[src/hw/fac_pkg.sv]
// Package: register map, field layout and constants of the alarm codeword controller
package fac_pkg;

   // ------------------------------------------------------------------
   // Register offsets
   // ------------------------------------------------------------------
   localparam logic [7:0] FAC_ADDR_CTRL     = 8'h60;
   localparam logic [7:0] FAC_ADDR_LIVE     = 8'h61;
   localparam logic [7:0] FAC_ADDR_STICKY   = 8'h62;
   localparam logic [7:0] FAC_ADDR_IRQ_EN   = 8'h63;
   localparam logic [7:0] FAC_ADDR_TX_FIRST = 8'h64;
   localparam logic [7:0] FAC_ADDR_TX_SEC   = 8'h65;
   localparam logic [7:0] FAC_ADDR_RX_DATA  = 8'h66;

   // ------------------------------------------------------------------
   // Field positions and reset values
   // ------------------------------------------------------------------
   localparam int FAC_CTRL_RX_RESET_BIT = 2;
   localparam int FAC_ST_TX_IDLE        = 0;
   localparam int FAC_ST_RX_SEEN        = 1;
   localparam int FAC_ST_RX_IDLE        = 2;
   localparam int FAC_ST_RX_NONEMPTY    = 3;
   localparam int FAC_ST_RX_OVERFLOW    = 4;
   localparam logic [7:0] FAC_RST_REG   = 8'h00;
   localparam logic [3:0] FAC_LIVE_RST  = 4'h9;   // Queue empty, tx idle

   // ------------------------------------------------------------------
   // Counts
   // ------------------------------------------------------------------
   localparam logic [4:0] FAC_WORD_BITS     = 5'h10;  // 16 bits a codeword
   localparam logic [3:0] FAC_REPEAT_COUNT  = 4'ha;   // 10 codewords
   localparam logic [1:0] FAC_VALID_COUNT   = 2'h3;   // 3 matching words
   localparam logic [1:0] FAC_CLEAR_COUNT   = 2'h2;   // 2 differing words
   localparam logic [4:0] FAC_IDLE_ONES     = 5'h10;  // 16 ones
   localparam int         FAC_FIFO_DEPTH    = 4;

   // ------------------------------------------------------------------
   // Types
   // ------------------------------------------------------------------
   typedef enum logic [1:0]
   {
      FAC_ACT_IDLE   = 2'b00,
      FAC_ACT_A_TEN  = 2'b01,
      FAC_ACT_A_B    = 2'b10,
      FAC_ACT_A_CONT = 2'b11
   } fac_action_t;

   typedef enum logic [1:0]
   {
      FAC_TX_IDLE   = 2'b00,
      FAC_TX_SEND_A = 2'b01,
      FAC_TX_SEND_B = 2'b10
   } fac_tx_state_t;

   typedef enum logic [1:0]
   {
      FAC_MODE_E3     = 2'b00,
      FAC_MODE_M23    = 2'b01,
      FAC_MODE_CBIT   = 2'b10
   } fac_mode_t;

   // Host register port request
   typedef struct packed
   {
      logic [7:0] addr;
      logic [7:0] wdata;
      logic       wr;
      logic       rd;
   } fac_bus_req_t;

   // Overhead bit slot from the framer
   typedef struct packed
   {
      logic rx_bit;      // received overhead bit
      logic rx_strobe;   // rx_bit is valid this cycle
      logic tx_strobe;   // a transmit bit is taken this cycle
   } fac_slot_t;

endpackage : fac_pkg

[src/hw/fac_ctrl.sv]
// Far-end alarm codeword controller: transmitter, receiver, queue, registers
//
// Functional notes
// - Codeword is 16 bits: eight ones, zero, six payload, zero; ones end first.
// - In DS3 C-bit mode drive and monitor the alarm channel.
// - In E3 mode the receiver is always fed from the national bit.
// - In E3 mode transmit drives the national bit only when source select is 10.
// - In DS3 M23 framing the controller takes no part.
// - Idle transmitter sends ones; tx idle live high then, low while sending.
// - Select 00 idle, 01 A ten times, 10 A then B ten each, 11 A continuously.
// - Transmission starts only on select change from 00 to nonzero.
// - Actions 01 and 10 finish even when select is rewritten to 00.
// - Continuous mode sends at least 10 codewords before 00 ends it.
// - Receiver searches for a codeword at every bit position.
// - Codeword valid only after seen identical in three consecutive opportunities.
// - On validation raise codeword-seen live and push payload into queue.
// - Receive queue holds four entries.
// - Validated codeword while queue full is dropped; overflow sticky is set.
// - Codeword-seen live clears after a different codeword twice in a row.
// - Rising edge of rx reset bit resets receiver and empties queue.
// - Rx idle live sets after 16 ones; clears on a new validation.
// - Queue-empty live is high whenever the queue holds no entries.
// - Tx idle, codeword-seen and rx idle sticky bits set on rising edge of their live status; write one clears.
// - Interrupt while sticky bit, its enable and block enable are all set.
// - Nonempty sticky sets when queue-empty live falls.
// - Rx data shows six payload bits, bit 0 first; tx payload bit 0 first.
`timescale 1ns/1ps

module fac_ctrl
(
   input  wire logic             ref_clk_in,
   input  wire logic             rst_n_in,
   input  wire fac_pkg::fac_bus_req_t bus_in,
   output logic [7:0]            rdata_out,
   input  wire fac_pkg::fac_mode_t mode_in,
   input  wire logic [1:0]       national_bit_source_sel_in,
   input  wire logic             alarm_block_irq_en_in,
   input  wire fac_pkg::fac_slot_t slot_in,
   output logic                  tx_bit_out,
   output logic                  tx_drive_out,
   output logic                  irq_out
);
   import fac_pkg::*;
   // ------------------------------------------------------------------
   // Register decode
   // ------------------------------------------------------------------
   logic [1:0] tx_action_select;
   logic       rx_reset_request;
   logic [4:0] sticky;
   logic [4:0] irq_en;
   logic [5:0] tx_payload_first;
   logic [5:0] tx_payload_second;
   wire wr_ctrl   = bus_in.wr && (bus_in.addr == FAC_ADDR_CTRL);
   wire wr_sticky = bus_in.wr && (bus_in.addr == FAC_ADDR_STICKY);
   wire wr_irq    = bus_in.wr && (bus_in.addr == FAC_ADDR_IRQ_EN);
   wire wr_first  = bus_in.wr && (bus_in.addr == FAC_ADDR_TX_FIRST);
   wire wr_second = bus_in.wr && (bus_in.addr == FAC_ADDR_TX_SEC);
   wire rd_data   = bus_in.rd && (bus_in.addr == FAC_ADDR_RX_DATA);
   // Mode gating: M23 leaves the block inert
   wire mode_active = (mode_in != FAC_MODE_M23);
   wire rx_enable   = (mode_in == FAC_MODE_CBIT) ||
                      (mode_in == FAC_MODE_E3);
   wire tx_drive    = (mode_in == FAC_MODE_CBIT) ||
                      ((mode_in == FAC_MODE_E3) &&
                       (national_bit_source_sel_in == 2'b10));
   wire [1:0] next_sel = bus_in.wdata[1:0];
   wire       rx_reset_rise = wr_ctrl && !rx_reset_request &&
                              bus_in.wdata[FAC_CTRL_RX_RESET_BIT];
   // Control and configuration writes
   always_ff @(posedge ref_clk_in)
   begin
      if (!rst_n_in)
      begin
         tx_action_select  <= 2'b00;
         rx_reset_request  <= 1'b0;
         irq_en            <= 5'h00;
         tx_payload_first  <= 6'h00;
         tx_payload_second <= 6'h00;
      end
      else
      begin
         if (wr_ctrl)
         begin
            tx_action_select <= next_sel;
            rx_reset_request <= bus_in.wdata[FAC_CTRL_RX_RESET_BIT];
         end
         if (wr_irq)
            irq_en <= bus_in.wdata[4:0];
         if (wr_first)
            tx_payload_first <= bus_in.wdata[5:0];
         if (wr_second)
            tx_payload_second <= bus_in.wdata[5:0];
      end
   end

   // ------------------------------------------------------------------
   // Transmitter
   // ------------------------------------------------------------------
   fac_tx_state_t tx_state;
   fac_action_t   tx_action;
   logic [3:0]    tx_bit_idx;
   logic [3:0]    tx_word_cnt;
   logic          start_req;
   // Start only on a 00 -> nonzero write; unchanged values do nothing
   wire start_edge = wr_ctrl && (tx_action_select == 2'b00) &&
                     (next_sel != 2'b00);
   wire sel_idle   = (tx_action_select == 2'b00);
   // Codeword image, ones end first: bits 0..7 ones, 8 zero,
   // 9..14 payload bit 0 first, 15 zero
   wire [5:0]  cur_payload = (tx_state == FAC_TX_SEND_B) ?
                             tx_payload_second : tx_payload_first;
   wire [15:0] tx_word = {1'b0, cur_payload, 1'b0, 8'hff};
   wire        word_end = slot_in.tx_strobe && (tx_bit_idx == 4'hf);
   wire        tenth    = (tx_word_cnt == FAC_REPEAT_COUNT - 4'h1);
   wire        cont_ok  = (tx_word_cnt == FAC_REPEAT_COUNT - 4'h1) ||
                          (tx_word_cnt == FAC_REPEAT_COUNT);
   // Word sequencing; a start is held until the next word boundary
   always_ff @(posedge ref_clk_in)
   begin
      if (!rst_n_in || !mode_active)
      begin
         tx_state    <= FAC_TX_IDLE;
         tx_action   <= FAC_ACT_IDLE;
         tx_bit_idx  <= 4'h0;
         tx_word_cnt <= 4'h0;
         start_req   <= 1'b0;
      end
      else
      begin
         if (start_edge)
         begin
            start_req <= 1'b1;
            tx_action <= fac_action_t'(next_sel);
         end
         if (slot_in.tx_strobe)
            tx_bit_idx <= tx_bit_idx + 4'h1;
         unique case (tx_state)
            FAC_TX_IDLE:
               if (start_req && slot_in.tx_strobe &&
                   tx_bit_idx == 4'hf)
               begin
                  tx_state    <= FAC_TX_SEND_A;
                  tx_word_cnt <= 4'h0;
                  start_req   <= 1'b0;
               end
            FAC_TX_SEND_A:
               if (word_end)
               begin
                  if (!cont_ok)
                     tx_word_cnt <= tx_word_cnt + 4'h1;
                  if (tx_action == FAC_ACT_A_CONT)
                  begin
                     if (cont_ok && sel_idle)
                        tx_state <= FAC_TX_IDLE;
                  end
                  else if (tenth)
                  begin
                     tx_word_cnt <= 4'h0;
                     tx_state    <= (tx_action == FAC_ACT_A_B) ?
                                    FAC_TX_SEND_B : FAC_TX_IDLE;
                  end
               end
            FAC_TX_SEND_B:
               if (word_end)
               begin
                  tx_word_cnt <= tx_word_cnt + 4'h1;
                  if (tenth)
                     tx_state <= FAC_TX_IDLE;
               end
            default:
               tx_state <= FAC_TX_IDLE;
         endcase
      end
   end
   wire tx_idle_live = (tx_state == FAC_TX_IDLE);
   wire tx_bit_now   = tx_idle_live ? 1'b1 : tx_word[tx_bit_idx];
   // ------------------------------------------------------------------
   // Receiver
   // ------------------------------------------------------------------
   logic [15:0] rx_shift;
   logic [4:0]  rx_fill;
   logic [5:0]  cand;
   logic [1:0]  cand_cnt;
   logic [5:0]  valid_word;
   logic [1:0]  diff_cnt;
   logic        rx_seen_live;
   logic        rx_idle_live;
   logic [4:0]  ones_cnt;
   logic [3:0]  since_match;
   // Newest bit enters at the top, so the first bit sits at bit 0
   wire [15:0] next_shift = {slot_in.rx_bit, rx_shift[15:1]};
   wire        rx_take    = slot_in.rx_strobe && rx_enable;
   // Pattern: low byte ones, bit 8 zero, bit 15 zero
   wire        hit = rx_take && (rx_fill >= FAC_WORD_BITS - 5'h1) &&
                     (next_shift[7:0] == 8'hff) && !next_shift[8] &&
                     !next_shift[15];
   wire [5:0]  hit_word  = next_shift[14:9];
   // A hit 16 bits after the last is the next opportunity
   wire        in_step   = (since_match == 4'hf);
   wire        same      = hit && in_step && (hit_word == cand);
   wire        validate  = same && (cand_cnt == FAC_VALID_COUNT - 2'h1) &&
                           !(rx_seen_live && hit_word == valid_word);
   wire        other     = hit && in_step && rx_seen_live &&
                           (hit_word != valid_word);
   // Codeword search and debounce
   always_ff @(posedge ref_clk_in)
   begin
      if (!rst_n_in || rx_reset_rise || !mode_active)
      begin
         rx_shift     <= 16'h0000;
         rx_fill      <= 5'h00;
         cand         <= 6'h00;
         cand_cnt     <= 2'h0;
         valid_word   <= 6'h00;
         diff_cnt     <= 2'h0;
         rx_seen_live <= 1'b0;
         rx_idle_live <= 1'b0;
         ones_cnt     <= 5'h00;
         since_match  <= 4'h0;
      end
      else if (rx_take)
      begin
         rx_shift <= next_shift;
         if (rx_fill < FAC_WORD_BITS)
            rx_fill <= rx_fill + 5'h01;
         since_match <= hit ? 4'h0 : since_match + 4'h1;
         if (slot_in.rx_bit && ones_cnt < FAC_IDLE_ONES)
            ones_cnt <= ones_cnt + 5'h01;
         else if (!slot_in.rx_bit)
            ones_cnt <= 5'h00;
         if (slot_in.rx_bit && ones_cnt == FAC_IDLE_ONES - 5'h01)
            rx_idle_live <= 1'b1;
         if (hit)
         begin
            if (same && cand_cnt != FAC_VALID_COUNT)
               cand_cnt <= cand_cnt + 2'h1;
            else if (!same)
            begin
               cand     <= hit_word;
               cand_cnt <= 2'h1;
            end
         end
         if (validate)
         begin
            rx_seen_live <= 1'b1;
            valid_word   <= hit_word;
            rx_idle_live <= 1'b0;
            diff_cnt     <= 2'h0;
         end
         else if (other)
         begin
            diff_cnt <= diff_cnt + 2'h1;
            if (diff_cnt == FAC_CLEAR_COUNT - 2'h1)
               rx_seen_live <= 1'b0;
         end
         else if (hit && in_step)
            diff_cnt <= 2'h0;
      end
   end

   // ------------------------------------------------------------------
   // Receive queue, four entries
   // ------------------------------------------------------------------
   logic [5:0] queue [FAC_FIFO_DEPTH];
   logic [1:0] q_wr;
   logic [1:0] q_rd;
   logic [2:0] q_cnt;
   wire q_full  = (q_cnt == 3'(FAC_FIFO_DEPTH));
   wire q_empty = (q_cnt == 3'h0);
   wire q_push  = validate && !q_full;
   wire q_pop   = rd_data && !q_empty;
   wire q_drop  = validate && q_full;
   // Pointers; a read and a push in one cycle keep the count
   always_ff @(posedge ref_clk_in)
   begin
      if (!rst_n_in || rx_reset_rise || !mode_active)
      begin
         q_wr  <= 2'h0;
         q_rd  <= 2'h0;
         q_cnt <= 3'h0;
      end
      else
      begin
         if (q_push)
         begin
            queue[q_wr] <= hit_word;
            q_wr        <= q_wr + 2'h1;
         end
         if (q_pop)
            q_rd <= q_rd + 2'h1;
         if (q_push && !q_pop)
            q_cnt <= q_cnt + 3'h1;
         else if (q_pop && !q_push)
            q_cnt <= q_cnt - 3'h1;
      end
   end

   // ------------------------------------------------------------------
   // Sticky status and interrupt
   // ------------------------------------------------------------------
   wire [3:0] live = {q_empty, rx_idle_live, rx_seen_live, tx_idle_live};
   logic [3:0] live_d;
   // Rising edges; nonempty watches the falling edge of empty, overflow the drop
   wire [4:0] ev = {q_drop,
                    live_d[3] && !live[3],
                    live[2:0] & ~live_d[2:0]};
   wire [4:0] clr = wr_sticky ? bus_in.wdata[4:0] : 5'h00;
   // A set in the same cycle as its clear wins
   wire [4:0] next_sticky = (sticky & ~clr) | ev;
   wire       next_irq = alarm_block_irq_en_in &&
                         |(next_sticky & irq_en);
   always_ff @(posedge ref_clk_in)
   begin
      if (!rst_n_in)
      begin
         sticky <= 5'h00;
         live_d <= FAC_LIVE_RST;   // Idle levels: no false edge
         irq_out <= 1'b0;
      end
      else
      begin
         sticky  <= next_sticky;
         live_d  <= live;
         irq_out <= next_irq;
      end
   end

   // ------------------------------------------------------------------
   // Read data and line outputs
   // ------------------------------------------------------------------
   logic [7:0] next_rdata;
   always_comb
   begin
      next_rdata = 8'h00;
      if (bus_in.rd)
      begin
         unique case (bus_in.addr)
            FAC_ADDR_CTRL:     next_rdata = {5'h00, rx_reset_request,
                                             tx_action_select};
            FAC_ADDR_LIVE:     next_rdata = {4'h0, live};
            FAC_ADDR_STICKY:   next_rdata = {3'h0, sticky};
            FAC_ADDR_IRQ_EN:   next_rdata = {3'h0, irq_en};
            FAC_ADDR_TX_FIRST: next_rdata = {2'h0, tx_payload_first};
            FAC_ADDR_TX_SEC:   next_rdata = {2'h0, tx_payload_second};
            FAC_ADDR_RX_DATA:  next_rdata = {2'h0, queue[q_rd]};
            default:           next_rdata = 8'h00;
         endcase
      end
   end
   always_ff @(posedge ref_clk_in)
   begin
      if (!rst_n_in)
      begin
         rdata_out    <= FAC_RST_REG;
         tx_bit_out   <= 1'b1;
         tx_drive_out <= 1'b0;
      end
      else
      begin
         rdata_out    <= next_rdata;
         tx_bit_out   <= tx_bit_now;
         tx_drive_out <= tx_drive && mode_active;
      end
   end

endmodule // fac_ctrl

[config.mk]
export PLATFORM = sky130hd
export DESIGN_NAME = fac_ctrl
export DESIGN_NICKNAME = d
export VERILOG_FILES = /design/src/hw/fac_pkg.sv /design/src/hw/fac_ctrl.sv
export SDC_FILE = /design/constraint.sdc
export NUM_CORES = 1
export LEC_CHECK = 0
export ABC_AREA = 1
export BUFFER_PORTS_ARGS = -buffer_cell sky130_fd_sc_hd__buf_2
export CORE_ASPECT_RATIO = 1.5
export CORE_MARGIN = 5
export CORE_UTILIZATION = 35
export CTS_CLUSTER_SIZE = 24
export DETAILED_ROUTE_END_ITERATION = 10
export GPL_ROUTABILITY_DRIVEN = 0
export PLACE_DENSITY = 0.56
export RECOVER_POWER = 25
export SETUP_SLACK_MARGIN = 0.1
export SYNTH_ARGS = -nofsm -noshare
export SYNTH_HDL_FRONTEND = slang
export SYNTH_SLANG_ARGS = --single-unit
[constraint.sdc]
create_clock -name ref_clk_in -period 6.05 [get_ports ref_clk_in]
set_input_delay 1.21 -clock ref_clk_in [delete_from_list [all_inputs] [get_ports ref_clk_in]]
set_output_delay 1.21 -clock ref_clk_in [all_outputs]
set_load 0.02 [all_outputs]
==> results of run 1 <==
-- cells by family (layout without fill, tap and decap cells) --
| logic type | after synthesis | after routing | synth area share, % |
|---|---|---|---|
| AND/OR/NAND/NOR | 319 | 319 | 22.8 |
| multiplexers | 1 | 1 | 0.164 |
| adder cells (fa/ha/maj) | 22 | 22 | 4.63 |
| flip-flops | 131 | 131 | 46.9 |
| other | 1 | 2 | 0.0614 |
| AO/OA/AOI/OAI | 170 | 170 | 15.3 |
| XOR/XNOR | 14 | 14 | 2.01 |
| buffers and inverters | 124 | 169 | 8.17 |
-- worst paths after layout --
path	to	slack [ns]	depth (start not counted)
setup / recovery	queue[1][0]$_DFFE_PP_	1.89	8
hold / removal	cand[2]$_SDFFE_PP0P_	0.46	2
hold reg to reg	cand[2]$_SDFFE_PP0P_	0.46	2
setup reg to reg	q_cnt[2]$_SDFFE_PP0P_	3.26	17
-- placed cells by master (no fill, tap or decap), types with 5 or more instances in the layout --
master,n
o22ai_1,8
xor2_1,12
a21oi_1,81
inv_1,93
buf_2,27
dfxtp_1,107
bufinv_16,6
ha_1,21
nand4_1,5
clkbuf_16,17
o21ai_0,52
a31oi_1,5
o21ai_1,5
nor3_1,7
nand3_1,35
edfxtp_1,24
nand3b_1,6
nor2_1,78
clkbuf_1,8
nand2_1,164
-- power breakdown --
group / leakage, nW / internal, W / switching [W]
Combinational: 1.39 / 0.0000163 / 0.0000434
Sequential: 1.07 / 0.000889 / 0.00000475
Clock: 0.316 / 0.000771 / 0.000383
Total: 2.78 / 0.00168 / 0.000431
-- area by class of cell --
type,count,area [um^2]
well taps,213,267
repair buffers,38,191
inverters,99,373
multi-input cells,528,2750
clock inverters,14,235
clock buffers,18,429
flip-flops and latches,131,2860
fillers,1763,10200
-- tightest hold or removal path, cell delays in order, from the launching register on --
cell     delay (ns)
dfxtp_1        0.31
inv_1          0.05
a21oi_1        0.05
-- registers in the layout, indices dropped and copies added (netlist names), 2 cells and up, named ones only --
register / flops
queue: 24
cand: 6
diff_cnt: 2
rdata_out: 6
cand_cnt: 2
live_d: 4
tx_action: 2
since_match: 4
rx_shift: 15
tx_payload_second: 6
irq_en: 5
ones_cnt: 5
tx_payload_first: 6
q_wr: 2
tx_bit_idx: 4
q_cnt: 3
tx_word_cnt: 4
tx_action_select: 2
tx_state: 2
valid_word: 6
q_rd: 2
sticky: 5
rx_fill: 5
-- cell usage after synthesis, drive strengths merged --
library cell  instances  share of area [%]
o22a                  1               0.14
mux2i                 1               0.16
o21ai                59                5.1
nor2                 83                5.4
nand2               166                 10
and3                  2               0.20
o211ai                4               0.49
nor3                  8               0.74
xor2                 12                1.7
o22ai                 8               0.82
dfxtp               107                 35
inv                  96                5.9
a22oi                 2               0.25
buf                  12                1.2
a32o                  1               0.16
a21oi                81                6.6
nor3b                 4               0.49
ha                   21                4.3
o221ai                2               0.29
a211oi                4               0.49
nand4                 7                1.1
nand3                36                3.1
a41oi                 1               0.14
or2                   4               0.41
edfxtp               24                 12
clkinv                3               0.20
clkbuf               13               0.88
nand3b                6               0.74
fa                    1               0.33
nor4                  3               0.31
o21a                  1               0.12
xnor2                 2               0.29
a311oi                1               0.14
conb                  1              0.061
a31oi                 5               0.51
-- metrics by stage --
step,std cells,power [W],instance area [um^2]
4_1_cts,1041,0.00213,7120
3_3_place_gp,1009,0.000974,6450
3_5_place_dp,1009,0.000973,6450
2_1_floorplan,783,0.000948,6110
5_1_grt,1041,0.00218,7100
6_report,1041,0.00211,7100
-- layer usage --
metal / vias up / wire length [um] / track usage [%]
li1: 2633 / - / -
met1: 2252 / 5910 / 15.2
met2: 78 / 7340 / 27.6
met3: 17 / 563 / 4.08
met4: 0 / 252 / 5.19
met5: - / 0 / 0
==> out/qor.csv, run 1 <==
metric;value;unit
start_kind;input port;
synth_cell_types;52;
whs;0.457;ns
pin_count;39;
n_antenna_cell;0;
cts_root_buf;clkbuf_16;
ys_warn_count;0;
rsz0062_at_grt;no;
dp_hpwl;10.5;mm
drive_gt1_share;10.0;%
crit_required;6.10;ns
netlist_instances;782;
finalCriticalPeriod;4.16;ns
die_y;172;um
grt_pass1_wl;23.6;mm
routed_wl;14.1;mm
grt_max_degree;35;
finClkSkew;0.00763;ns
drt_iter0_markers;255;
drc;0;
hold_violations;0;
nets;865;
cp_top_family;buffers and inverters;
crit_start;rst_n_in;
antenna_found_initial;0;
via_per_inst;4.78;
track_usage;14.5;%
grt-ovfl-total;0;
post-route-period-util;68.8;%
insertion_delay;0.42;ns
place_ws;1.88;ns
max_cap_viol_count;0;
slowest_delay;0.65;ns
die_x;118;um
timing.fmax;240;MHz
worst-path-buf-inv;4;
h-tree-depth;4;
dieArea;20200;um^2
rows;59;
cts_max_path_buffers;2;
cts_resized;0;
powerDensity;297;nW/um^2
setup_slack;1.89;ns
dr_total_vias;4980;
dr.pass1.iters;4;
syn-mean-instance-area;7.81;um^2
ys_ff_latch;131;
criticalPathCategory;input port to flip-flop;
hold_path_class;flip-flop to flip-flop;
p_leak;2.78;nW
fin_util;41.1;%
hold_start;cand[2]$_SDFFE_PP0P_;
cts.sinks;131;
vdd_drop_max;0.168;mV
post_cts.repair.setup_buffers;0;
cts_hold_buf;0;
path_max_fanout;34;
areaGrowthSynthToFinish;16.3;%
status;complete, no violations;
crit_slowest_cell;clkbuf_1;
synth-seq-area-share;46.9;%
finalMaxSlewViolations;0;
numPortBuffers;34;
cp.arrival;4.21;ns
path_clk_slew;0.06;ns
wire_per_inst;13.5;um
fin_setup_tns;0;ns
core_area;17300;um^2
finalSetupViolations;0;
worstMarginPinSlew;1.07;ns
r2r-start;rx_fill[0]$_SDFFE_PP0P_;
cts-buffers-inserted;17;
ant_nets;0;
start_util;35.4;%
crit_top_cell;nor2_1;
slew-limit-headroom;27.7;%
synth_area;6110;um^2
worstPathCellList;clkbuf_1 > inv_1 > nor2_1 > o21ai_4 > buf_4 > inv_2 > nand2_1 > nor2_1;
grt_pass1_vias;4891;
crit_path_end_kind;flip-flop;
cts_tree;yes;
Note: power is estimated with default switching activity, not from simulation.
==> run 2: changes to the inputs <==
--- a/config.mk
+++ b/config.mk
@@ -5,7 +5,7 @@
 export SDC_FILE = /design/constraint.sdc
 export NUM_CORES = 1
 export LEC_CHECK = 0
-export ABC_AREA = 1
+export ABC_AREA = 0
 export BUFFER_PORTS_ARGS = -buffer_cell sky130_fd_sc_hd__buf_2
 export CORE_ASPECT_RATIO = 1.5
 export CORE_MARGIN = 5
==> constraint.sdc (replaced) <==
create_clock -name ref_clk_in -period 4.4 [get_ports ref_clk_in]
set_input_delay 0.88 -clock ref_clk_in [delete_from_list [all_inputs] [get_ports ref_clk_in]]
set_output_delay 0.88 -clock ref_clk_in [all_outputs]
set_load 0.02 [all_outputs]
==> run 2 against run 1 <==
Against the previous run: non-clock buffer count is 4 higher; first-iteration DRC count grew 33%; sequential power increased by 38%; clock power rose by 25%; largest cell class is now multi-input combinational cells.
==> out/qor.csv, run 2 <==
metric;value;unit
numPortBuffers;34;
fin_area;7200;um^2
start_util;35.3;%
slew-limit-headroom;12.3;%
track_usage;15.2;%
synth_edf_count;24;
clkPwrFrac;52.1;%
pin_count;39;
synthArstFlopShare;0;%
biggestRegsByFlops;queue x24, rx_shift x15;
rsz0062_at_grt;no;
ff2ff_setup_slack;1.44;ns
holdPathStages;2;
ys_warn_count;0;
criticalPathCategory;flip-flop to flip-flop;
synth_common_cells;dfxtp_1, nand2_1, a21oi_1, nor2_1, nand3_1;
dieArea;20800;um^2
h-tree-depth;4;
via_per_inst;5.37;
synth_cell_types;68;
cts-buffers-inserted;17;
drt_iter0_markers;339;
dr.pass1.iters;4;
r2r-start;rx_shift[15]$_SDFFE_PP0P_;
dp_hpwl;11.2;mm
cts.sinks;131;
max_cap_viol_count;0;
finClkSkew;0.0128;ns
p_int;0.00215;W
start_kind;flip-flop;
drive_gt1_share;13.0;%
areaGrowthSynthToFinish;14.6;%
grt-ovfl-total;0;
drc;0;
post-route-period-util;67.4;%
final_cell_mix;dfxtp_1, nand2_1, a21oi_1;
p_sw_share;22.2;%
synth_ff_type;dfxtp_1;
n_antenna_cell;0;
powerDensity;383;nW/um^2
cts_root_buf;clkbuf_16;
yosys.area.top_type_share;34.1;%
grt_pass1_vias;5150;
crit_required;4.69;ns
pwr-share-comb;3.4;%
yosys.area.top_type;dfxtp_1;
crit_path_end_kind;flip-flop;
synth_most_common_cell;dfxtp_1;
vdd_drop_max;0.274;mV
cts_max_path_buffers;2;
path_clk_slew;0.06;ns
antenna_found_initial;0;
synth_area;6280;um^2
largest-register;queue;
cts_hold_buf;0;
hold_violations;0;
final_common_cell;dfxtp_1;
post_cts.repair.setup_buffers;0;
timing.fmax;337;MHz
whs;0.460;ns
core_area;17800;um^2
cts_resized;0;
hold_end;diff_cnt[1]$_SDFFE_PP0P_;
wire_per_inst;16.3;um
timing.rr.end;q_cnt[2]$_SDFFE_PP0P_;
nets;751;
hold_start;diff_cnt[1]$_SDFFE_PP0P_;
fin_util;40.5;%
worstMarginPinSlew;1.32;ns
path_max_fanout;10;
hold_path_class;flip-flop to flip-flop;
dr_total_vias;5003;
grt_pass1_wl;25.5;mm
finalCriticalPeriod;2.96;ns
grt_max_degree;35;
rows;60;
netlist_instances;681;
insertion_delay;0.42;ns
p_leak;2.46;nW
status;complete, no violations;
fin_setup_tns;0;ns
synth_area_leaders;dfxtp_1, edfxtp_1, nand2_1;
routed_wl;15.2;mm
synth-seq-area-share;45.6;%
cp.arrival;3.26;ns
ant_nets;0;
die_x;119;um
place_area;6610;um^2
cts_tree;yes;
finalMaxSlewViolations;0;
finalSetupViolations;0;
syn-mean-instance-area;9.23;um^2
pwr-share-seq;44.5;%
switching_power;0.000612;W
ys_ff_latch;131;
ff2ff_path_depth;11;
largest_register_ffs;24;
die_y;174;um
==> run 2: cells by family (layout without fill, tap and decap cells) <==
logic type | after synthesis | after routing | share of synthesized area [%]
compound gates | 144 | 144 | 14.8
xor+xnor | 25 | 25 | 3.49
fa+ha+maj | 22 | 22 | 4.50
buf+inv | 63 | 95 | 4.30
flops | 131 | 131 | 45.6
mux | 24 | 24 | 5.42
other cells | 1 | 2 | 0.0597
simple gates | 271 | 271 | 21.9
==> run 2: layout make-up <==
type                    count  area, um^2
clock buffers              17         425
clock inverters            15         183
fillers                  1763       10600
inverters                  21        78.8
multi-input cells         488        3160
flip-flops and latches    131        2860
well taps                 217         272
repair buffers             42         213
==> run 2: worst max-delay path, stage by stage (launching register included) <==
cell and delay, ns:
dfxtp_1 0.64, xor2_1 0.15, nor4_1 0.36, nand3_1 0.34, and4b_1 0.39, ha_1 0.25, inv_1 0.09, fa_1 0.20
xor2_1 0.15, nor2_1 0.08, xnor2_1 0.15, nor2_1 0.06
==> run 2: metrics by stage <==
step	worst slack [ns]	cells	total power, W
floorplan	1.52	682	0.00131
global placement	1.23	899	0.00135
detailed placement	1.15	899	0.00135
CTS	1.40	931	0.00281
global route	1.20	931	0.00287
finish	1.44	931	0.00276
==> run 2: worst max-delay path by stage <==
stage,slack [ns],endpoint,cells past startpoint,startpoint
3_5_place_dp,1.15,cand_cnt[1]$_SDFFE_PP0P_,7,mode_in[0]
5_1_grt,1.20,q_cnt[2]$_SDFFE_PP0P_,11,rx_shift[15]$_SDFFE_PP0P_
3_3_place_gp,1.23,cand_cnt[1]$_SDFFE_PP0P_,7,mode_in[0]
2_1_floorplan,1.52,q_cnt[1]$_SDFFE_PP0P_,10,bus_in[14]
6_report,1.44,q_cnt[2]$_SDFFE_PP0P_,11,rx_shift[15]$_SDFFE_PP0P_
4_1_cts,1.40,q_cnt[2]$_SDFFE_PP0P_,11,rx_shift[15]$_SDFFE_PP0P_
==> run 2: layer usage <==
| layer | up-vias | track usage (%) | part of all wire, % |
|---|---|---|---|
| met3 | 24 | 3.71 | 3.0 |
| met4 | 0 | 6.07 | 2.5 |
| met5 | - | 0 | 0 |
| met1 | 2396 | 16.9 | 41 |
| met2 | 96 | 27.5 | 53 |
| li1 | 2487 | - | - |
==> run 2: power groups by stage <==
stage	combinational (W)	sequential, W	clock [W]
after detailed placement	0.0000958	0.00125	0
after global routing	0.000104	0.00123	0.00154
after CTS	0.0000961	0.00123	0.00148
final	0.0000946	0.00123	0.00144
after global placement	0.0000934	0.00125	0
after floorplan	0.0000609	0.00125	0
==> run 3: changes to the inputs <==
--- a/config.mk
+++ b/config.mk
@@ -13,7 +13,7 @@
 export CTS_CLUSTER_SIZE = 24
 export DETAILED_ROUTE_END_ITERATION = 10
 export GPL_ROUTABILITY_DRIVEN = 0
-export PLACE_DENSITY = 0.56
+export PLACE_DENSITY = 0.58
 export RECOVER_POWER = 25
 export SETUP_SLACK_MARGIN = 0.1
 export SYNTH_ARGS = -nofsm -noshare
==> constraint.sdc (replaced) <==
create_clock -name ref_clk_in -period 2.35 [get_ports ref_clk_in]
set_input_delay 0.47 -clock ref_clk_in [delete_from_list [all_inputs] [get_ports ref_clk_in]]
set_output_delay 0.47 -clock ref_clk_in [all_outputs]
set_load 0.02 [all_outputs]
==> run 3 against run 2 <==
Against the previous run: the flow now finishes with violations (setup timing); sequential power up 87%; worst setup slack worse by 1.5 ns; wire length up 4.0%; utilization up 3.5 points; hold slack worse by 0.12 ns; combinational power up 120%; via count up 5.7%; register-to-register slack worse by 1.5 ns; first-iteration DRC count up 12%; sequential cell count unchanged; critical path depth up 3; fmax up 22%; largest cell class unchanged; largest power group unchanged.
==> out/qor.csv, run 3 (synthesis results as in run 2) <==
metric;value;unit
drc;0;
n_antenna_cell;0;
drt_iter0_markers;380;
finalCriticalPeriod;2.43;ns
worst-path-stages;14;
worstPathCellList;ha_4 > and3_4 > ha_4 > nor2_2 > nand2_1 > nand4_1 > and4b_1 > ha_2 > inv_2 > fa_2 > xor2_1 > nor2_1 > xnor2_1 > nor2_1;
start_kind;flip-flop;
fin_util;44.0;%
grt_max_degree;30;
finalSetupViolations;2;
place_ws;-0.176;ns
biggestRegsByFlops;queue x24, rx_shift x15;
largest-register;queue;
path_clk_slew;0.06;ns
dr.pass1.iters;6;
hold_path_class;input port to flip-flop;
rsz0062_at_grt;yes;
dieArea;20800;um^2
p_sw_share;23.7;%
holdPathStages;3;
slew-limit-headroom;29.1;%
crit_path_end_kind;flip-flop;
insertion_delay;0.42;ns
post-route-period-util;103;%
hold_end;tx_payload_first[5]$_SDFFE_PN0P_;
antenna_found_initial;1;
pwr-share-seq;46.7;%
die_y;174;um
cts_hold_buf;0;
pwr-share-comb;4.3;%
routed_wl;15.8;mm
numPortBuffers;34;
timing.fmax;412;MHz
max_cap_viol_count;0;
track_usage;15.4;%
nets;820;
ant_nets;0;
cts.sinks;131;
switching_power;0.00117;W
final_common_cell;dfxtp_1;
path_max_fanout;2;
pin_count;39;
fin_setup_tns;-0.134;ns
grt_pass1_vias;5396;
p_int;0.00375;W
criticalPathCategory;flip-flop to flip-flop;
finalMaxSlewViolations;0;
worst-path-buf-inv;1;
largest_register_ffs;24;
hold_violations;0;
vdd_drop_max;0.455;mV
final_cell_mix;dfxtp_1, nand2_1, buf_4;
crit_required;2.66;ns
dr_total_vias;5290;
drive_gt1_share;24.8;%
cts_root_buf;clkbuf_16;
cp.arrival;2.73;ns
finClkSkew;0.0102;ns
rows;60;
slowest_delay;0.36;ns
ff2ff_setup_slack;-0.08;ns
worstMarginPinSlew;1.06;ns
timing.rr.end;q_cnt[2]$_SDFFE_PP0P_;
ff2ff_path_depth;14;
via_per_inst;5.29;
cp_top_family;simple AND/OR/NAND/NOR gates;
crit_slowest_cell;dfxtp_4;
grt-ovfl-total;0;
start_util;35.3;%
cts_tree;yes;
status;finished, violations left;
failed_checks;setup timing;
dp_hpwl;12.0;mm
h-tree-depth;4;
hold_start;bus_in[7];
clkPwrFrac;49.0;%
powerDensity;628;nW/um^2
r2r-start;rx_fill[1]$_SDFFE_PP0P_;
fillers;1707;
setup_slack;-0.0756;ns
cts-buffers-inserted;17;
wire_per_inst;15.8;um
grt_pass1_wl;26.0;mm
core_area;17800;um^2
die_x;119;um
cts_max_path_buffers;2;
areaGrowthSynthToFinish;24.5;%
p_leak;2.80;nW
[run 3: cell types whose count changed in the layout (fill, tap and decap cells not counted), moves of 5 or more]
cell	previous run	this run
o21ai_0	26	20
nand3_1	38	32
nand3_2	1	7
and3_1	10	5
o21ai_2	0	6
buf_4	6	63
[run 3: metal layers]
layer  up-vias  track usage (%)  share of wire (%)  wire [um]
met3        23             3.58                3.3        523
met4         2             5.73                2.3        359
met1      2537             15.9                 39       6190
met5         -                0               0.13         20
met2       103             29.5                 55       8710
li1       2625                -                  -          -
[run 3: per-stage QoR]
step / instances / cell area [um^2] / total power, W / hold slack, ns
2_1_floorplan: 682 / 6380 / 0.00246 / 0.432
3_5_place_dp: 963 / 7160 / 0.00256 / 0.466
4_1_cts: 998 / 7800 / 0.00499 / 0.326
5_1_grt: 1000 / 7820 / 0.00511 / 0.338
3_3_place_gp: 963 / 7160 / 0.00255 / 0.440
6_report: 1000 / 7820 / 0.00492 / 0.340
[run 3: repair_timing]
| action | in CTS | in global routing |
|---|---|---|
| buffers inserted | 3 | 2 |
| setup endpoints to repair | 15 | 23 |
| resized for setup | 25 | 15 |
| cloned | 0 | 0 |
| pin swaps | 15 | 5 |
[run 3: worst max path at each step]
stage,from,end,slack [ns]
floorplan,mode_in[0],q_cnt[2]$_SDFFE_PP0P_,-0.01
global placement,mode_in[0],q_cnt[2]$_SDFFE_PP0P_,-0.19
detailed placement,mode_in[0],q_cnt[2]$_SDFFE_PP0P_,-0.18
CTS,rx_fill[1]$_SDFFE_PP0P_,q_cnt[2]$_SDFFE_PP0P_,-0.1
global route,rx_fill[1]$_SDFFE_PP0P_,q_cnt[2]$_SDFFE_PP0P_,-0.23
finish,rx_fill[1]$_SDFFE_PP0P_,q_cnt[2]$_SDFFE_PP0P_,-0.08
[run 3: cell type report]
cell class	instances	area [um^2]	share of cell area, %
clock buffers	18	439	5.61
flip-flops and latches	131	2870	36.7
clock inverters	14	100	1.28
multi-input cells	488	3330	42.6
well taps	217	272	3.47
inverters	21	78.8	1.01
repair buffers	111	733	9.37
[run 3: power groups by stage]
stage | Combinational, W | Sequential [W] | Clock, W
floorplan | 0.000116 | 0.00234 | 0
global placement | 0.000209 | 0.00234 | 0
detailed placement | 0.000212 | 0.00234 | 0
CTS | 0.000214 | 0.00229 | 0.00248
global route | 0.000229 | 0.00229 | 0.00259
finish | 0.000211 | 0.00230 | 0.00241
[run 3: worst reg2reg max path, stage by stage, from the launching register on]
cell     delay, ns
dfxtp_4       0.36
ha_4          0.13
and3_4        0.17
ha_4          0.12
nor2_2        0.03
nand2_1       0.06
nand4_1       0.12
and4b_1       0.31
ha_2          0.20
inv_2         0.04
fa_2          0.33
xor2_1        0.16
nor2_1        0.11
xnor2_1       0.13
nor2_1        0.05
